--- config.mk ---
export PLATFORM = sky130hd
export DESIGN_NAME = ae_awb_ctrl
export DESIGN_NICKNAME = d
export VERILOG_FILES = /design/src/rtl/ae_awb_pkg.sv /design/src/rtl/ae_awb_ctrl.sv
export SDC_FILE = /design/constraint.sdc
export NUM_CORES = 2
export LEC_CHECK = 0
export BUFFER_PORTS_ARGS = -buffer_cell sky130_fd_sc_hd__buf_2
export CORE_MARGIN = 4
export CORE_UTILIZATION = 45
export DETAILED_ROUTE_END_ITERATION = 12
export HOLD_SLACK_MARGIN = 0.15
export PLACE_DENSITY_LB_ADDON = 0.05
export SYNTH_ARGS = -nofsm -noshare
export SYNTH_HDL_FRONTEND = slang
export SYNTH_SLANG_ARGS = --single-unit
--- constraint.sdc ---
create_clock -name hclk -period 14.3 [get_ports hclk]
set_input_delay 2.86 -clock hclk [delete_from_list [all_inputs] [get_ports hclk]]
set_output_delay 2.86 -clock hclk [all_outputs]
set_load 0.02 [all_outputs]
--- src/rtl/ae_awb_pkg.sv ---
// constants for the exposure and colour balance controller
// assumes a 32-bit ahb-lite register bus, one word per register
package ae_awb_pkg;
   // register byte offsets
   localparam logic [7:0] OFS_ALGO_SEL  = 8'h00;
   localparam logic [7:0] OFS_ROI_H     = 8'h04;
   localparam logic [7:0] OFS_MODES     = 8'h08;
   localparam logic [7:0] OFS_RATIO_LIM = 8'h0C;
   localparam logic [7:0] OFS_DAMP      = 8'h10;
   localparam logic [7:0] OFS_TARGET    = 8'h14;
   localparam logic [7:0] OFS_EXP_MIN   = 8'h18;
   localparam logic [7:0] OFS_EXP_MAX   = 8'h1C;
   localparam logic [7:0] OFS_GAIN_LIM  = 8'h20;
   localparam logic [7:0] OFS_EXP_OUT   = 8'h24;
   localparam logic [7:0] OFS_GAIN_OUT  = 8'h28;
   localparam logic [7:0] OFS_RATIO_OUT = 8'h2C;
   localparam logic [7:0] OFS_LEVELS    = 8'h30;
   // modes register field positions
   localparam int POS_PROFILE  = 0;
   localparam int POS_TGT_AUTO = 1;
   localparam int POS_LIGHT    = 2;
   localparam int POS_METER    = 4;
   localparam int POS_POLICY   = 8;
   // lighting compensation codes
   localparam logic [1:0] LIGHT_NORMAL = 2'h0;
   localparam logic [1:0] LIGHT_BACK   = 2'h1;
   localparam logic [1:0] LIGHT_FRONT  = 2'h2;
   localparam logic [1:0] LIGHT_AUTO   = 2'h3;
   // light measure codes; centre weighted and histogram fall back to average
   localparam logic [2:0] METER_AVG     = 3'h0;
   localparam logic [2:0] METER_SPOT    = 3'h1;
   localparam logic [2:0] METER_PARTIAL = 3'h2;
   localparam logic [2:0] METER_CENTRE  = 3'h3;
   localparam logic [2:0] METER_HIST    = 3'h4;
   localparam logic       PROFILE_INDOOR  = 1'b0;
   localparam logic       PROFILE_OUTDOOR = 1'b1;
   localparam logic       TGT_SEL_USER    = 1'b0;
   localparam logic       TGT_SEL_CONT    = 1'b1;
   localparam logic       POLICY_GAIN     = 1'b0;
   localparam logic       POLICY_EXPOSURE = 1'b1;
   // reset values; damping is a fraction of 256, ratios are q8.8, gain in 1/16 dB
   localparam logic [15:0] RST_ROI_H      = 16'h0100;
   localparam logic [15:0] RST_RATIO_MIN  = 16'h0040;
   localparam logic [15:0] RST_RATIO_MAX  = 16'h0400;
   localparam logic [15:0] RST_RATIO      = 16'h0100;
   localparam logic [7:0]  RST_COL_DAMP   = 8'h33;
   localparam logic [7:0]  RST_EXP_DAMP   = 8'h33;
   localparam logic [7:0]  RST_TGT_USER   = 8'h32;
   localparam logic [7:0]  RST_TGT_FLOOR  = 8'h05;
   localparam logic [7:0]  RST_TGT_CEIL   = 8'h5A;
   localparam logic [23:0] RST_EXP_MIN    = 24'h000064;
   localparam logic [23:0] RST_EXP_MAX    = 24'h007530;
   localparam logic [15:0] RST_GAIN_MIN   = 16'h0000;
   localparam logic [15:0] RST_GAIN_MAX   = 16'h0180;
   // exposure priority fixed time, in milliseconds and in microseconds
   localparam int          EXP_FIXED_MS   = 5;
   localparam logic [23:0] EXP_FIXED_US   = 24'(EXP_FIXED_MS * 1000);
   localparam logic [7:0]  TGT_AUTO_PCT   = 8'h32;
   localparam logic [7:0]  TGT_PER_THIRD  = 8'h03;
   localparam logic [7:0]  AUTO_LIGHT_THR = 8'h14;
   localparam int          EXP_STEP_SHIFT = 2;
   localparam int          GAIN_STEP_SHIFT = 8;
   localparam logic [8:0]  DAMP_ONE       = 9'h100;
   localparam logic [15:0] OUTDOOR_R_BIAS = 16'h0010;
   localparam logic [15:0] OUTDOOR_B_BIAS = 16'h0010;
endpackage

--- src/rtl/ae_awb_ctrl.sv ---
// exposure and colour balance control loops with an ahb-lite register slave
// assumes per-frame statistics on the same clock, linear (pre-gamma) means in percent
//
// How it works
// RQ1: one roi height per algorithm, accessed through the algorithm selector
// RQ2: colour balance profile is indoor or outdoor
// RQ3: red and blue ratios clamped between ratio minimum and maximum
// RQ4: larger colour damping gives smaller ratio steps
// RQ5: target level is automatic or the user value, by a select bit
// RQ6: user target is percent of mean, compared against linear pre-gamma means
// RQ7: lighting mode backlight, frontlight, normal or auto-detect; normal after reset
// RQ8: average metering uses the whole-area mean
// RQ9: spot metering uses only the small central mean
// RQ10: partial metering uses the larger central mean
// RQ11: metering choice applies only under normal lighting and is written only by a modes write that selects normal lighting
// RQ12: exposure kept within exposure limits in microseconds
// RQ13: gain kept within gain limits
// RQ14: target level confined between floor and ceiling percentages
// RQ15: brightness offset in thirds from -3 to +3, positive brightens
// RQ16: exposure damping 0 to 1, default 0.2, sets settling speed
// RQ17: gain priority keeps gain at 0 dB until exposure hits its maximum
// RQ18: exposure priority fixes 5 ms exposure until gain hits its maximum
// RQ19: priority policy has exactly two values
// RQ20: a floor above its ceiling clamps to the ceiling
`timescale 1ns/10ps
`default_nettype none
module ae_awb_ctrl (
   input  wire logic        hclk,
   input  wire logic        hresetn,
   input  wire logic        hsel,
   input  wire logic [31:0] haddr,
   input  wire logic [1:0]  htrans,
   input  wire logic        hwrite,
   input  wire logic [2:0]  hsize,
   input  wire logic [31:0] hwdata,
   input  wire logic        hready,
   output logic             hreadyout,
   output logic             hresp,
   output logic [31:0]      hrdata,
   input  wire logic        stat_valid,
   input  wire logic [7:0]  mean_full,
   input  wire logic [7:0]  mean_spot,
   input  wire logic [7:0]  mean_partial,
   input  wire logic        awb_valid,
   input  wire logic [15:0] red_ratio_want,
   input  wire logic [15:0] blue_ratio_want,
   output logic [23:0]      exposure_us,
   output logic [15:0]      gain_out,
   output logic [15:0]      red_ratio,
   output logic [15:0]      blue_ratio,
   output logic [15:0]      roi_height_ae,
   output logic [15:0]      roi_height_awb
);
   // saturating clamp; a floor above the ceiling yields the ceiling
   function automatic logic [23:0] clamp(input logic signed [25:0] v,
                                         input logic [23:0] lo,
                                         input logic [23:0] hi);
      logic [23:0] r;
      r = '0;
      if (lo > hi)
         r = hi; // RQ20
      else if (v < $signed({2'b00, lo}))
         r = lo;
      else if (v > $signed({2'b00, hi}))
         r = hi;
      else
         r = v[23:0];
      return r;
   endfunction

   // bus address phase capture
   logic        wr_pend_ff;
   logic [7:0]  addr_ff;
   // settings
   logic        algo_sel_ff;
   logic [15:0] roi_h_ff [2];
   logic        profile_ff;
   logic        tgt_auto_ff;
   logic [1:0]  light_ff;
   logic [2:0]  meter_ff;
   logic        policy_ff;
   logic [15:0] ratio_min_ff;
   logic [15:0] ratio_max_ff;
   logic [7:0]  col_damp_ff;
   logic [7:0]  exp_damp_ff;
   logic [7:0]  tgt_user_ff;
   logic [7:0]  tgt_floor_ff;
   logic [7:0]  tgt_ceil_ff;
   logic [7:0]  ev_ff;
   logic [23:0] exp_min_ff;
   logic [23:0] exp_max_ff;
   logic [15:0] gain_min_ff;
   logic [15:0] gain_max_ff;
   // loop state
   logic [23:0] exp_ff;
   logic [15:0] gain_ff;
   logic [15:0] red_ff;
   logic [15:0] blue_ff;
   logic [7:0]  meas_ff;

   wire addr_ok  = hsel & hready & htrans[1];
   wire wr_go    = wr_pend_ff;
   wire [7:0] ra = haddr[7:0];

   always_ff @(posedge hclk or negedge hresetn) begin
      if (!hresetn) begin
         wr_pend_ff <= 1'b0;
         addr_ff    <= '0;
      end else if (hready) begin
         wr_pend_ff <= addr_ok & hwrite;
         addr_ff    <= haddr[7:0];
      end
   end

   assign hreadyout = 1'b1;
   assign hresp     = 1'b0;

   // write decode
   wire we_sel   = wr_go && addr_ff == ae_awb_pkg::OFS_ALGO_SEL;
   wire we_roi   = wr_go && addr_ff == ae_awb_pkg::OFS_ROI_H;
   wire we_modes = wr_go && addr_ff == ae_awb_pkg::OFS_MODES;
   wire we_rlim  = wr_go && addr_ff == ae_awb_pkg::OFS_RATIO_LIM;
   wire we_damp  = wr_go && addr_ff == ae_awb_pkg::OFS_DAMP;
   wire we_tgt   = wr_go && addr_ff == ae_awb_pkg::OFS_TARGET;
   wire we_emin  = wr_go && addr_ff == ae_awb_pkg::OFS_EXP_MIN;
   wire we_emax  = wr_go && addr_ff == ae_awb_pkg::OFS_EXP_MAX;
   wire we_glim  = wr_go && addr_ff == ae_awb_pkg::OFS_GAIN_LIM;

   wire [1:0] wr_light = hwdata[ae_awb_pkg::POS_LIGHT +: 2];
   // metering only takes a modes write whose own lighting field selects normal lighting
   wire meter_wr = we_modes && wr_light == ae_awb_pkg::LIGHT_NORMAL; // RQ11

   always_ff @(posedge hclk or negedge hresetn) begin
      if (!hresetn) begin
         algo_sel_ff <= 1'b0;
         profile_ff  <= ae_awb_pkg::PROFILE_INDOOR;
         tgt_auto_ff <= ae_awb_pkg::TGT_SEL_CONT;
         light_ff    <= ae_awb_pkg::LIGHT_NORMAL; // RQ7
         meter_ff    <= ae_awb_pkg::METER_AVG;
         policy_ff   <= ae_awb_pkg::POLICY_GAIN;
      end else begin
         if (we_sel)
            algo_sel_ff <= hwdata[0];
         if (we_modes) begin
            profile_ff  <= hwdata[ae_awb_pkg::POS_PROFILE]; // RQ2
            tgt_auto_ff <= hwdata[ae_awb_pkg::POS_TGT_AUTO]; // RQ5
            light_ff    <= wr_light; // RQ7
            policy_ff   <= hwdata[ae_awb_pkg::POS_POLICY]; // RQ19
         end
         if (meter_wr)
            meter_ff <= hwdata[ae_awb_pkg::POS_METER +: 3]; // RQ11
      end
   end

   generate
      for (genvar i = 0; i < 2; i++) begin : g_roi
         always_ff @(posedge hclk or negedge hresetn) begin
            if (!hresetn)
               roi_h_ff[i] <= ae_awb_pkg::RST_ROI_H;
            else if (we_roi && algo_sel_ff == 1'(i))
               roi_h_ff[i] <= hwdata[15:0]; // RQ1
         end
      end
   endgenerate

   always_ff @(posedge hclk or negedge hresetn) begin
      if (!hresetn) begin
         ratio_min_ff <= ae_awb_pkg::RST_RATIO_MIN;
         ratio_max_ff <= ae_awb_pkg::RST_RATIO_MAX;
         col_damp_ff  <= ae_awb_pkg::RST_COL_DAMP;
         exp_damp_ff  <= ae_awb_pkg::RST_EXP_DAMP; // RQ16
         tgt_user_ff  <= ae_awb_pkg::RST_TGT_USER;
         tgt_floor_ff <= ae_awb_pkg::RST_TGT_FLOOR;
         tgt_ceil_ff  <= ae_awb_pkg::RST_TGT_CEIL;
         ev_ff        <= '0; // RQ15
         exp_min_ff   <= ae_awb_pkg::RST_EXP_MIN;
         exp_max_ff   <= ae_awb_pkg::RST_EXP_MAX;
         gain_min_ff  <= ae_awb_pkg::RST_GAIN_MIN;
         gain_max_ff  <= ae_awb_pkg::RST_GAIN_MAX;
      end else begin
         if (we_rlim) begin
            ratio_min_ff <= hwdata[15:0];
            ratio_max_ff <= hwdata[31:16];
         end
         if (we_damp) begin
            col_damp_ff <= hwdata[7:0];
            exp_damp_ff <= hwdata[15:8];
         end
         if (we_tgt) begin
            tgt_user_ff  <= hwdata[7:0];
            tgt_floor_ff <= hwdata[15:8];
            tgt_ceil_ff  <= hwdata[23:16];
            ev_ff        <= hwdata[31:24];
         end
         if (we_emin)
            exp_min_ff <= hwdata[23:0];
         if (we_emax)
            exp_max_ff <= hwdata[23:0];
         if (we_glim) begin
            gain_min_ff <= hwdata[15:0];
            gain_max_ff <= hwdata[31:16];
         end
      end
   end

   // brightness offset in thirds, held to -9..+9
   wire signed [7:0] ev_s   = ev_ff;
   wire signed [7:0] ev_lim = (ev_s > 8'sd9) ? 8'sd9 : (ev_s < -8'sd9) ? -8'sd9 : ev_s; // RQ15
   wire [7:0]  tgt_base = (tgt_auto_ff == ae_awb_pkg::TGT_SEL_CONT) ?
                          ae_awb_pkg::TGT_AUTO_PCT : tgt_user_ff; // RQ5
   wire signed [15:0] ev_adj = ev_lim * $signed({1'b0, ae_awb_pkg::TGT_PER_THIRD});
   wire signed [25:0] tgt_raw = $signed({18'd0, tgt_base}) + 26'(ev_adj); // RQ15
   wire [23:0] tgt_c = clamp(tgt_raw, {16'd0, tgt_floor_ff}, {16'd0, tgt_ceil_ff}); // RQ14
   wire [7:0]  tgt_eff = tgt_c[7:0];

   // measured level selection
   wire [7:0] d_spot = (mean_spot > mean_full) ? mean_spot - mean_full : 8'h00;
   wire [7:0] d_dark = (mean_full > mean_spot) ? mean_full - mean_spot : 8'h00;
   logic [7:0] meas_sel;
   always_comb begin
      meas_sel = mean_full; // RQ8
      unique case (light_ff)
         ae_awb_pkg::LIGHT_NORMAL: begin
            if (meter_ff == ae_awb_pkg::METER_SPOT)
               meas_sel = mean_spot; // RQ9
            else if (meter_ff == ae_awb_pkg::METER_PARTIAL)
               meas_sel = mean_partial; // RQ10
            else
               meas_sel = mean_full; // RQ8
         end
         ae_awb_pkg::LIGHT_BACK:  meas_sel = mean_partial; // RQ7
         ae_awb_pkg::LIGHT_FRONT: meas_sel = mean_spot; // RQ7
         ae_awb_pkg::LIGHT_AUTO: begin
            if (d_spot > ae_awb_pkg::AUTO_LIGHT_THR)
               meas_sel = mean_spot;
            else if (d_dark > ae_awb_pkg::AUTO_LIGHT_THR)
               meas_sel = mean_partial;
            else
               meas_sel = mean_full;
         end
      endcase
   end

   // error and damped step size
   wire signed [8:0] err = $signed({1'b0, tgt_eff}) - $signed({1'b0, meas_sel}); // RQ6
   wire [7:0]  err_mag  = err[8] ? 8'(-err) : err[7:0];
   wire [8:0]  exp_keep = ae_awb_pkg::DAMP_ONE - {1'b0, exp_damp_ff};
   wire [16:0] e_prod   = err_mag * exp_keep; // RQ16
   wire [23:0] exp_step = 24'(e_prod) << ae_awb_pkg::EXP_STEP_SHIFT;
   wire [15:0] g_raw    = 16'(e_prod >> ae_awb_pkg::GAIN_STEP_SHIFT);
   wire [15:0] gain_step = (g_raw == 16'h0 && e_prod != 17'h0) ? 16'h0001 : g_raw;
   wire brighter = ~err[8] & (err != 9'sd0);
   wire darker   = err[8];

   wire [23:0] gain_zero = clamp(26'sd0, {8'd0, gain_min_ff}, {8'd0, gain_max_ff});
   wire [23:0] exp_fixed = clamp($signed({2'b00, ae_awb_pkg::EXP_FIXED_US}), exp_min_ff, exp_max_ff);
   wire [23:0] exp_top   = exp_max_ff;
   wire [15:0] gain_top  = gain_max_ff;

   wire signed [25:0] exp_up  = $signed({2'b00, exp_ff}) + $signed({2'b00, exp_step});
   wire signed [25:0] exp_dn  = $signed({2'b00, exp_ff}) - $signed({2'b00, exp_step});
   wire signed [25:0] gain_up = $signed({10'd0, gain_ff}) + $signed({10'd0, gain_step});
   wire signed [25:0] gain_dn = $signed({10'd0, gain_ff}) - $signed({10'd0, gain_step});
   wire signed [25:0] exp_now  = $signed({2'b00, exp_ff});
   wire signed [25:0] gain_now = $signed({10'd0, gain_ff});

   logic signed [25:0] exp_cand;
   logic signed [25:0] gain_cand;
   always_comb begin
      exp_cand  = exp_now;
      gain_cand = gain_now;
      if (policy_ff == ae_awb_pkg::POLICY_GAIN) begin
         if (brighter) begin
            if (exp_ff >= exp_top)
               gain_cand = gain_up; // RQ17
            else
               exp_cand = exp_up; // RQ17
         end else if (darker) begin
            if (gain_ff > gain_zero[15:0])
               gain_cand = gain_dn; // RQ17
            else
               exp_cand = exp_dn; // RQ17
         end
      end else begin
         // exposure sits at the fixed short time unless gain has run out
         if (exp_ff < exp_fixed)
            exp_cand = $signed({2'b00, exp_fixed}); // RQ18
         if (brighter) begin
            if (gain_ff >= gain_top)
               exp_cand = exp_up; // RQ18
            else
               gain_cand = gain_up; // RQ18
         end else if (darker) begin
            if (exp_ff > exp_fixed)
               exp_cand = exp_dn; // RQ18
            else
               gain_cand = gain_dn; // RQ18
         end
      end
   end

   wire [23:0] nxt_exp  = clamp(exp_cand, exp_min_ff, exp_max_ff); // RQ12
   wire [23:0] nxt_gain = clamp(gain_cand, {8'd0, gain_min_ff}, {8'd0, gain_max_ff}); // RQ13

   always_ff @(posedge hclk or negedge hresetn) begin
      if (!hresetn) begin
         exp_ff  <= ae_awb_pkg::RST_EXP_MIN;
         gain_ff <= ae_awb_pkg::RST_GAIN_MIN;
         meas_ff <= '0;
      end else if (stat_valid) begin
         exp_ff  <= nxt_exp;
         gain_ff <= nxt_gain[15:0];
         meas_ff <= meas_sel;
      end
   end

   // colour balance: damped move toward wanted ratio, red plus and blue minus the profile bias
   wire outdoor = profile_ff == ae_awb_pkg::PROFILE_OUTDOOR;
   wire [15:0] r_bias = outdoor ? ae_awb_pkg::OUTDOOR_R_BIAS : 16'h0000; // RQ2
   wire [15:0] b_bias = outdoor ? ae_awb_pkg::OUTDOOR_B_BIAS : 16'h0000; // RQ2
   wire [8:0]  col_keep = ae_awb_pkg::DAMP_ONE - {1'b0, col_damp_ff};
   wire signed [17:0] r_diff = $signed({2'b00, red_ratio_want}) + $signed({2'b00, r_bias})
                               - $signed({2'b00, red_ff});
   wire signed [17:0] b_diff = $signed({2'b00, blue_ratio_want}) - $signed({2'b00, b_bias})
                               - $signed({2'b00, blue_ff});
   wire signed [27:0] r_prod = r_diff * $signed({1'b0, col_keep}); // RQ4
   wire signed [27:0] b_prod = b_diff * $signed({1'b0, col_keep}); // RQ4
   wire signed [25:0] r_cand = $signed({10'd0, red_ff}) + 26'(r_prod >>> 8);
   wire signed [25:0] b_cand = $signed({10'd0, blue_ff}) + 26'(b_prod >>> 8);
   wire [23:0] nxt_red  = clamp(r_cand, {8'd0, ratio_min_ff}, {8'd0, ratio_max_ff}); // RQ3
   wire [23:0] nxt_blue = clamp(b_cand, {8'd0, ratio_min_ff}, {8'd0, ratio_max_ff}); // RQ3

   always_ff @(posedge hclk or negedge hresetn) begin
      if (!hresetn) begin
         red_ff  <= ae_awb_pkg::RST_RATIO;
         blue_ff <= ae_awb_pkg::RST_RATIO;
      end else if (awb_valid) begin
         red_ff  <= nxt_red[15:0];
         blue_ff <= nxt_blue[15:0];
      end
   end

   // read mux, registered at the end of the address phase
   wire [31:0] modes_rd = {23'd0, policy_ff, 1'b0, meter_ff, light_ff, tgt_auto_ff, profile_ff};
   logic [31:0] rd_mux;
   always_comb begin
      rd_mux = 32'h0000_0000;
      unique case (ra)
         ae_awb_pkg::OFS_ALGO_SEL:  rd_mux = {31'd0, algo_sel_ff};
         ae_awb_pkg::OFS_ROI_H:     rd_mux = {16'd0, roi_h_ff[algo_sel_ff]}; // RQ1
         ae_awb_pkg::OFS_MODES:     rd_mux = modes_rd;
         ae_awb_pkg::OFS_RATIO_LIM: rd_mux = {ratio_max_ff, ratio_min_ff};
         ae_awb_pkg::OFS_DAMP:      rd_mux = {16'd0, exp_damp_ff, col_damp_ff};
         ae_awb_pkg::OFS_TARGET:    rd_mux = {ev_ff, tgt_ceil_ff, tgt_floor_ff, tgt_user_ff};
         ae_awb_pkg::OFS_EXP_MIN:   rd_mux = {8'd0, exp_min_ff};
         ae_awb_pkg::OFS_EXP_MAX:   rd_mux = {8'd0, exp_max_ff};
         ae_awb_pkg::OFS_GAIN_LIM:  rd_mux = {gain_max_ff, gain_min_ff};
         ae_awb_pkg::OFS_EXP_OUT:   rd_mux = {8'd0, exp_ff};
         ae_awb_pkg::OFS_GAIN_OUT:  rd_mux = {16'd0, gain_ff};
         ae_awb_pkg::OFS_RATIO_OUT: rd_mux = {blue_ff, red_ff};
         ae_awb_pkg::OFS_LEVELS:    rd_mux = {16'd0, meas_ff, tgt_eff};
         default:                   rd_mux = 32'h0000_0000;
      endcase
   end

   always_ff @(posedge hclk or negedge hresetn) begin
      if (!hresetn)
         hrdata <= '0;
      else if (addr_ok && !hwrite)
         hrdata <= rd_mux;
   end

   assign exposure_us    = exp_ff;
   assign gain_out       = gain_ff;
   assign red_ratio      = red_ff;
   assign blue_ratio     = blue_ff;
   assign roi_height_ae  = roi_h_ff[0];
   assign roi_height_awb = roi_h_ff[1];
endmodule
`default_nettype wire

Yosys cells after proc, flatten, opt, wreduce, memory -nomap -nowiden. Index checks and enable logic that the tools add are counted.

Register bits: 322. Bits of input ports: 132. Output and inout port bits: 138.

Add/sub/neg operators: 17. Multipliers: 4. $lt $le $gt $ge: 29. Equal/unequal tests: 25. Muxes and demuxes: 56. Bitwise gates (word level): 7. Reductions and logical operators: 22.

Operator list (number): 32-bit case mux with 13 select lines (1); 26-bit 2-to-1 mux (15); 16-bit 2-to-1 mux (14); 24-bit 2-to-1 mux (7); 8-bit 2-to-1 mux (13); 8-bit by 5-bit == test with 1-bit output (second input constant) (8); 18-bit by 10-bit multiplier with 28-bit output (2); 8-bit by 6-bit == test with 1-bit output (second input constant) (6); 16-bit greater-than comparator (3); 24-bit greater-than comparator (2); 17-bit by 20-bit adder with 21-bit output (2); 21-bit by 17-bit greater-than comparator with 1-bit output (2); 21-bit by 17-bit < comparator with 1-bit output (2); 17-bit 2-to-1 mux (2); 8-bit by 4-bit == test with 1-bit output (second input constant) (4); 8-bit case mux with 4 select lines (1); 26-bit by 17-bit greater-than comparator with 1-bit output (1); 26-bit by 25-bit greater-than comparator with 1-bit output (1); 26-bit by 17-bit < comparator with 1-bit output (1); 26-bit by 25-bit < comparator with 1-bit output (1); 24-bit by 19-bit adder with 25-bit output (1); 25-bit 2-to-1 mux (1); 24-bit by 19-bit subtractor with 25-bit output (1); 24-bit greater-or-equal comparator (1); other kinds (41) (68).

Logic depth before layout (Yosys ltp).
Depth after elaboration: 25. Mapped depth: 81.

Least setup slack after synthesis. Ideal clock, no wire load.

Path kind: in2reg. From: input mean_full[0]. To: register gain_ff[12], in the netlist gain_out[12]. Setup time: 0.123 ns. Data arrival time: 16.545 ns. Path slack: -2.368 ns. Stages on the path: 64. Cell sequence: inv_1 ha_1 inv_1 fa_1 a21o_1 a21oi_1 nor2b_1 o21ai_0 o31a_1 o311ai_0 a31oi_1 mux2i_1 o21ai_0 a22oi_1 ha_1 nor2b_1 o21a_1 or4b_1 [... 28 more ...] o21ai_0 a21oi_1 or3_1 a221oi_1 xnor2_1 inv_1 ha_1 nand4_1 nor4_1 a221oi_1 nand2_1 nor2_1 o21a_1 a211oi_4 nand2_1 a21bo_1 buf_2 o221a_1.

Longest elaborated chain between the ends: 22. Elaborated cells between the ends (all ways): 40.

Ends and longest elaborated chain: start, declared (RTL line ae_awb_ctrl.sv:41) `input wire logic [7:0] mean_full,`; 8-bit subtractor / 8-bit greater-than comparator (equally long branches) (RTL line ae_awb_ctrl.sv:218) `wire [7:0] d_dark = (mean_full > mean_spot) ? mean_full - mean_spot : 8'h00;`; 8-bit 2-to-1 mux (RTL line ae_awb_ctrl.sv:218); 8-bit by 5-bit greater-than comparator with 1-bit output (RTL line ae_awb_ctrl.sv:236) `else if (d_dark > ae_awb_pkg::AUTO_LIGHT_THR)`; 8-bit 2-to-1 mux (RTL line ae_awb_ctrl.sv:236); 8-bit 2-to-1 mux (RTL line ae_awb_ctrl.sv:234) `if (d_spot > ae_awb_pkg::AUTO_LIGHT_THR)`; 8-bit case mux with 4 select lines (*) (RTL line ae_awb_ctrl.sv:222) `unique case (light_ff)`; 8-bit by 8-bit subtractor with 9-bit output (*) (RTL line ae_awb_ctrl.sv:245) `wire signed [8:0] err = $signed({1'b0, tgt_eff}) - $signed({1'b0, meas_sel});`; 8-bit negation (RTL line ae_awb_ctrl.sv:246) `wire [7:0] err_mag = err[8] ? 8'(-err) : err[7:0];`; [... 6 more ...]; 26-bit 2-to-1 mux (on tied branches) (RTL line ae_awb_ctrl.sv:279, ae_awb_ctrl.sv:294); 26-bit 2-to-1 mux (on tied branches) (RTL line ae_awb_ctrl.sv:278, ae_awb_ctrl.sv:293); 26-bit 2-to-1 mux (on tied branches) (RTL line ae_awb_ctrl.sv:273, ae_awb_ctrl.sv:288); 26-bit 2-to-1 mux (*) (RTL line ae_awb_ctrl.sv:272) `if (policy_ff == ae_awb_pkg::POLICY_GAIN) begin`; 26-bit by 17-bit greater-than comparator with 1-bit output (RTL line ae_awb_ctrl.sv:64) `else if (v > $signed({2'b00, hi}))`; 16-bit 2-to-1 mux (RTL line ae_awb_ctrl.sv:64); 16-bit 2-to-1 mux (*) (RTL line ae_awb_ctrl.sv:62) `else if (v < $signed({2'b00, lo}))`; 16-bit 2-to-1 mux (*) (RTL line ae_awb_ctrl.sv:60) `if (lo > hi)`; end signal, assigned (RTL line ae_awb_ctrl.sv:308) `gain_ff <= ae_awb_pkg::RST_GAIN_MIN;`; end signal, assigned (RTL line ae_awb_ctrl.sv:312) `gain_ff <= nxt_gain[15:0];`; end, declared (RTL line ae_awb_ctrl.sv:96) `logic [15:0] gain_ff;`.

Mark *: on every way between the ends. The rest lies on a longest branch, timed or not. A chain may end at the register's enable or synchronous reset.

Worst setup path after layout.
From: register ev_ff[7]. To: register gain_ff[7], in the netlist gain_out[7].

Longest elaborated chain between the ends: 25. Elaborated cells between the ends (all ways): 38.

Ends and longest elaborated chain: start, declared (RTL line ae_awb_ctrl.sv:89) `logic [7:0] ev_ff;`; start signal, assigned (RTL line ae_awb_ctrl.sv:193) `ev_ff <= hwdata[31:24];`; 8-bit by 5-bit < comparator with 1-bit output (RTL line ae_awb_ctrl.sv:208) `wire signed [7:0] ev_lim = (ev_s > 8'sd9) ? 8'sd9 : (ev_s < -8'sd9) ? -8'sd9 : ev_s;`; 8-bit 2-to-1 mux (RTL line ae_awb_ctrl.sv:208); 8-bit 2-to-1 mux (*) (RTL line ae_awb_ctrl.sv:208); 8-bit by 3-bit multiplier with 11-bit output (*) (RTL line ae_awb_ctrl.sv:211) `wire signed [15:0] ev_adj = ev_lim * $signed({1'b0, ae_awb_pkg::TGT_PER_THIRD});`; 9-bit by 11-bit adder with 12-bit output (*) (RTL line ae_awb_ctrl.sv:212) `wire signed [25:0] tgt_raw = $signed({18'd0, tgt_base}) + 26'(ev_adj);`; 12-bit by 9-bit greater-than comparator with 1-bit output (RTL line ae_awb_ctrl.sv:64); 8-bit 2-to-1 mux (RTL line ae_awb_ctrl.sv:64); 8-bit 2-to-1 mux (*) (RTL line ae_awb_ctrl.sv:62); [... 9 more ...]; 26-bit 2-to-1 mux (on tied branches) (RTL line ae_awb_ctrl.sv:279, ae_awb_ctrl.sv:294); 26-bit 2-to-1 mux (on tied branches) (RTL line ae_awb_ctrl.sv:278, ae_awb_ctrl.sv:293); 26-bit 2-to-1 mux (on tied branches) (RTL line ae_awb_ctrl.sv:273, ae_awb_ctrl.sv:288); 26-bit 2-to-1 mux (*) (RTL line ae_awb_ctrl.sv:272); 26-bit by 17-bit greater-than comparator with 1-bit output (RTL line ae_awb_ctrl.sv:64); 16-bit 2-to-1 mux (RTL line ae_awb_ctrl.sv:64); 16-bit 2-to-1 mux (*) (RTL line ae_awb_ctrl.sv:62); 16-bit 2-to-1 mux (*) (RTL line ae_awb_ctrl.sv:60).

Marked as above.

==> results.py <==
metrics = {
    "timing": {
        "max_slew_margin": 0.286,
        "timing_hold_violations_final": 0,
        "rsz0062_at_grt": "true",
        "drv_slew": 0,
        "timing.fmax_ghz": 0.0641,
        "tightest_slew_ns": 1.07,
        "setup_violations": 40,
        "post-route-period-util": 1.09,
        "fin_ws_ns": -1.29,
        "period_minus_slack_ns": 15.59,
        "fin_worst_skew_ns": 0.0262,
    },
    "clock_tree": {
        "cts_htree_levels": 2,
        "cts_tree": "yes",
        "holdBufCountCts": 0,
        "cts_buffers": 38,
        "path_clk_slew_ns": 0.06,
        "clkSinkCount": 322,
        "clockRootBuffer": "clkbuf_16",
        "cts_max_path_buffers": 3,
        "clk-insertion-delay-late_ns": 0.58,
    },
    "drt": {
        "firstDrtPassIters": 7,
        "drc_errors": 0,
        "via_count": 45165,
        "wl_met1_mm": 76.4,
        "final_antenna_net_count": 0,
        "wl_met3_mm": 12.6,
        "finalWirelength_mm": 187,
        "drt_iter0_markers": 3857,
        "routedWlPerCell_um": 24.5,
        "via_per_inst": 5.91,
        "dr.max_layer_used": "met5",
        "wl_met2_mm": 86.9,
    },
    "floorplan": {
        "die_y_um": 332,
        "dieArea_um2": 110000,
        "num_rows": 118,
        "die_x_um": 332,
        "initial_utilization": 0.455,
        "io_pins": 270,
        "core-area_um2": 104000,
    },
    "worst_hold_path": {
        "worstHoldStart": "hrdata[7]$_DFFE_PN0P_",
        "min_to": "hrdata[7]$_DFFE_PN0P_",
        "worstHoldPathType": "reg -> reg",
        "min_path_cells": 2,
    },
    "worst_setup_path": {
        "end_kind": "flop",
        "crit_arrival_ns": 16.10,
        "rrSetupSlack_ns": -1.29,
        "r2r_end": "gain_out[7]$_DFFE_PN0P_",
        "crit_required_ns": 14.80,
        "critical_path.startpoint_type": "flop",
        "cp_max_fo": 5,
        "rr_worst_depth": 73,
        "slowest_delay_ns": 0.55,
        "path_class": "reg -> reg",
        "cp_slowest_cell": "fa_1",
        "r2r-start": "ev_ff[7]$_DFFE_PN0P_",
    },
    "synthesis": {
        "yosys.cell_types.count": 97,
        "netlist_area_um2": 47300,
        "synth_seq_cells": 322,
        "synthFlopType": "dfrtp_1",
        "seq_area_frac_synth": 0.171,
        "yosys_warnings": 0,
        "synthCells": 5544,
        "synthArstFlopShare": 1.00,
        "synth.net_count": 6640,
        "postSynthAreaPerCell_um2": 8.54,
        "synth-edff-count": 0,
    },
    "grt": {
        "first_global_vias": 44533,
        "grt_use_total": 0.329,
        "antenna_found_initial": 13,
        "grt_max_degree": 155,
        "grt_first_pass_wirelength_mm": 280,
        "overflow": 0,
    },
    "finish": {
        "drive_gt1_frac": 0.230,
        "areaGrowthSynthToFinish_pct": 21.0,
        "fin_nets": 7316,
        "final_area_um2": 57300,
        "seqCellArea_um2": 8110,
        "fillers": 9870,
        "multi_input_area_um2": 37300,
    },
    "placed_design": {
        "postPlaceCellArea_um2": 53700,
        "dp_hpwl_mm": 150,
        "gp_congestion": 0.983,
        "io_buffers": 239,
    },
    "run_status": {
        "violations": "negative setup slack",
        "status": "complete, but fails checks",
    },
    "flow_run": {
        "cap_violations": 0,
    },
}
sequential cells by signal (all words and copies together), names as in the netlist, 24 cells and up:
name / count
hrdata: 32
exp_max_ff: 24
exp_min_ff: 24
exposure_us: 24
synthesized netlist by cell type (all sizes together), types with 56 or more instances:
cell type	instances	share of area
a21o	107	0.017
xor2	67	0.012
clkbuf	175	0.014
a31oi	74	0.010
nand4	76	0.010
ha	632	0.17
a21oi	297	0.031
inv	715	0.057
nand2	405	0.032
o21ai	257	0.027
nor2	521	0.041
o21a	69	0.011
nor2b	75	0.0099
dfrtp	283	0.15
xnor2	159	0.029
fa	332	0.14
mux2i	86	0.018
nand3	73	0.0077
mux2	183	0.044
nand2b	61	0.0081
o211ai	56	0.0089
nor3	72	0.0077
per-layer routing:
layer  track usage  up-vias
li1              -    20866
met3        0.0481      430
met1         0.423    22217
met4         0.160        4
met5             0        -
met2         0.543     1648
logic make-up (layout without fill, tap and decap cells):
logic type,after synthesis,in the layout,synth area share
other,2,9,0.000159
AOI/OAI and AO/OA,1374,1374,0.199
adders and majority gates,964,964,0.308
xor gates and xnor gates,226,226,0.0418
muxes,269,269,0.0618
DFF,322,322,0.171
buffers and inverters,923,1629,0.0741
and+or+nand+nor,1464,1464,0.144
cell type report:
| type | instances | area share |
|---|---|---|
| tap | 1380 | 0.0302 |
| timing repair buffer | 843 | 0.105 |
| clock buffer | 52 | 0.0193 |
| multi-input combinational | 4299 | 0.652 |
| sequential | 322 | 0.142 |
| inverter | 716 | 0.0473 |
| antenna | 7 | 0.000306 |
| clock inverter | 18 | 0.00358 |
cells in the final DEF, fill, tap and decap left out, types with 76 or more instances in the layout:
cell,count
inv_1,696
ha_1,595
buf_4,567
nor2_1,494
nand2_1,397
fa_1,324
dfrtp_1,283
a21oi_1,268
buf_2,237
o21ai_0,226
mux2_2,180
xnor2_1,139
a21o_1,107
mux2i_1,85
nand4_1,76
metrics by stage:
stage          cells  worst slack (ns)  TNS [ns]  utilization  hold WS (ns)
4_1_cts         7591             -1.20    -25.88        0.540         0.497
3_3_place_gp    7466             -2.04    -63.06        0.517         0.465
2_1_floorplan   5544             -1.01    -16.48            -         0.474
3_5_place_dp    7466             -2.15    -65.16        0.517         0.472
5_1_grt         7631             -1.96    -50.91        0.551         0.518
6_report        7637             -1.29    -27.13        0.551         0.490
worst max-delay path, delay by kind of cell (launching register included):
kind,cells,cell delay (ns)
AOI/OAI and AO/OA,31,5.97
adders and majority gates,15,4.77
and+or+nand+nor,13,2.64
buffers and inverters,10,1.12
xor gates and xnor gates,4,0.57
DFF,1,0.43
worst max path at each step:
stage                          endpoint  slack [ns]  cells after the start            startpoint
2_1_floorplan  gain_out[12]$_DFFE_PN0P_       -1.01                     61          mean_full[0]
3_3_place_gp    gain_out[2]$_DFFE_PN0P_       -2.04                     67          mean_full[0]
3_5_place_dp    gain_out[0]$_DFFE_PN0P_       -2.15                     64          mean_full[1]
4_1_cts         gain_out[2]$_DFFE_PN0P_       -1.20                     75  ev_ff[7]$_DFFE_PN0P_
5_1_grt        gain_out[10]$_DFFE_PN0P_       -1.96                     77  ev_ff[7]$_DFFE_PN0P_
6_report        gain_out[7]$_DFFE_PN0P_       -1.29                     73  ev_ff[7]$_DFFE_PN0P_
repair_timing:
action	CTS	global route
pin swaps	125	86
endpoints found under the setup margin	40	59
gates cloned	3	4
buffers inserted	59	38
gates resized for setup	128	164
Power is not shown: default switching activity piles up to over one toggle a cycle in this logic, so the estimate is an artifact.
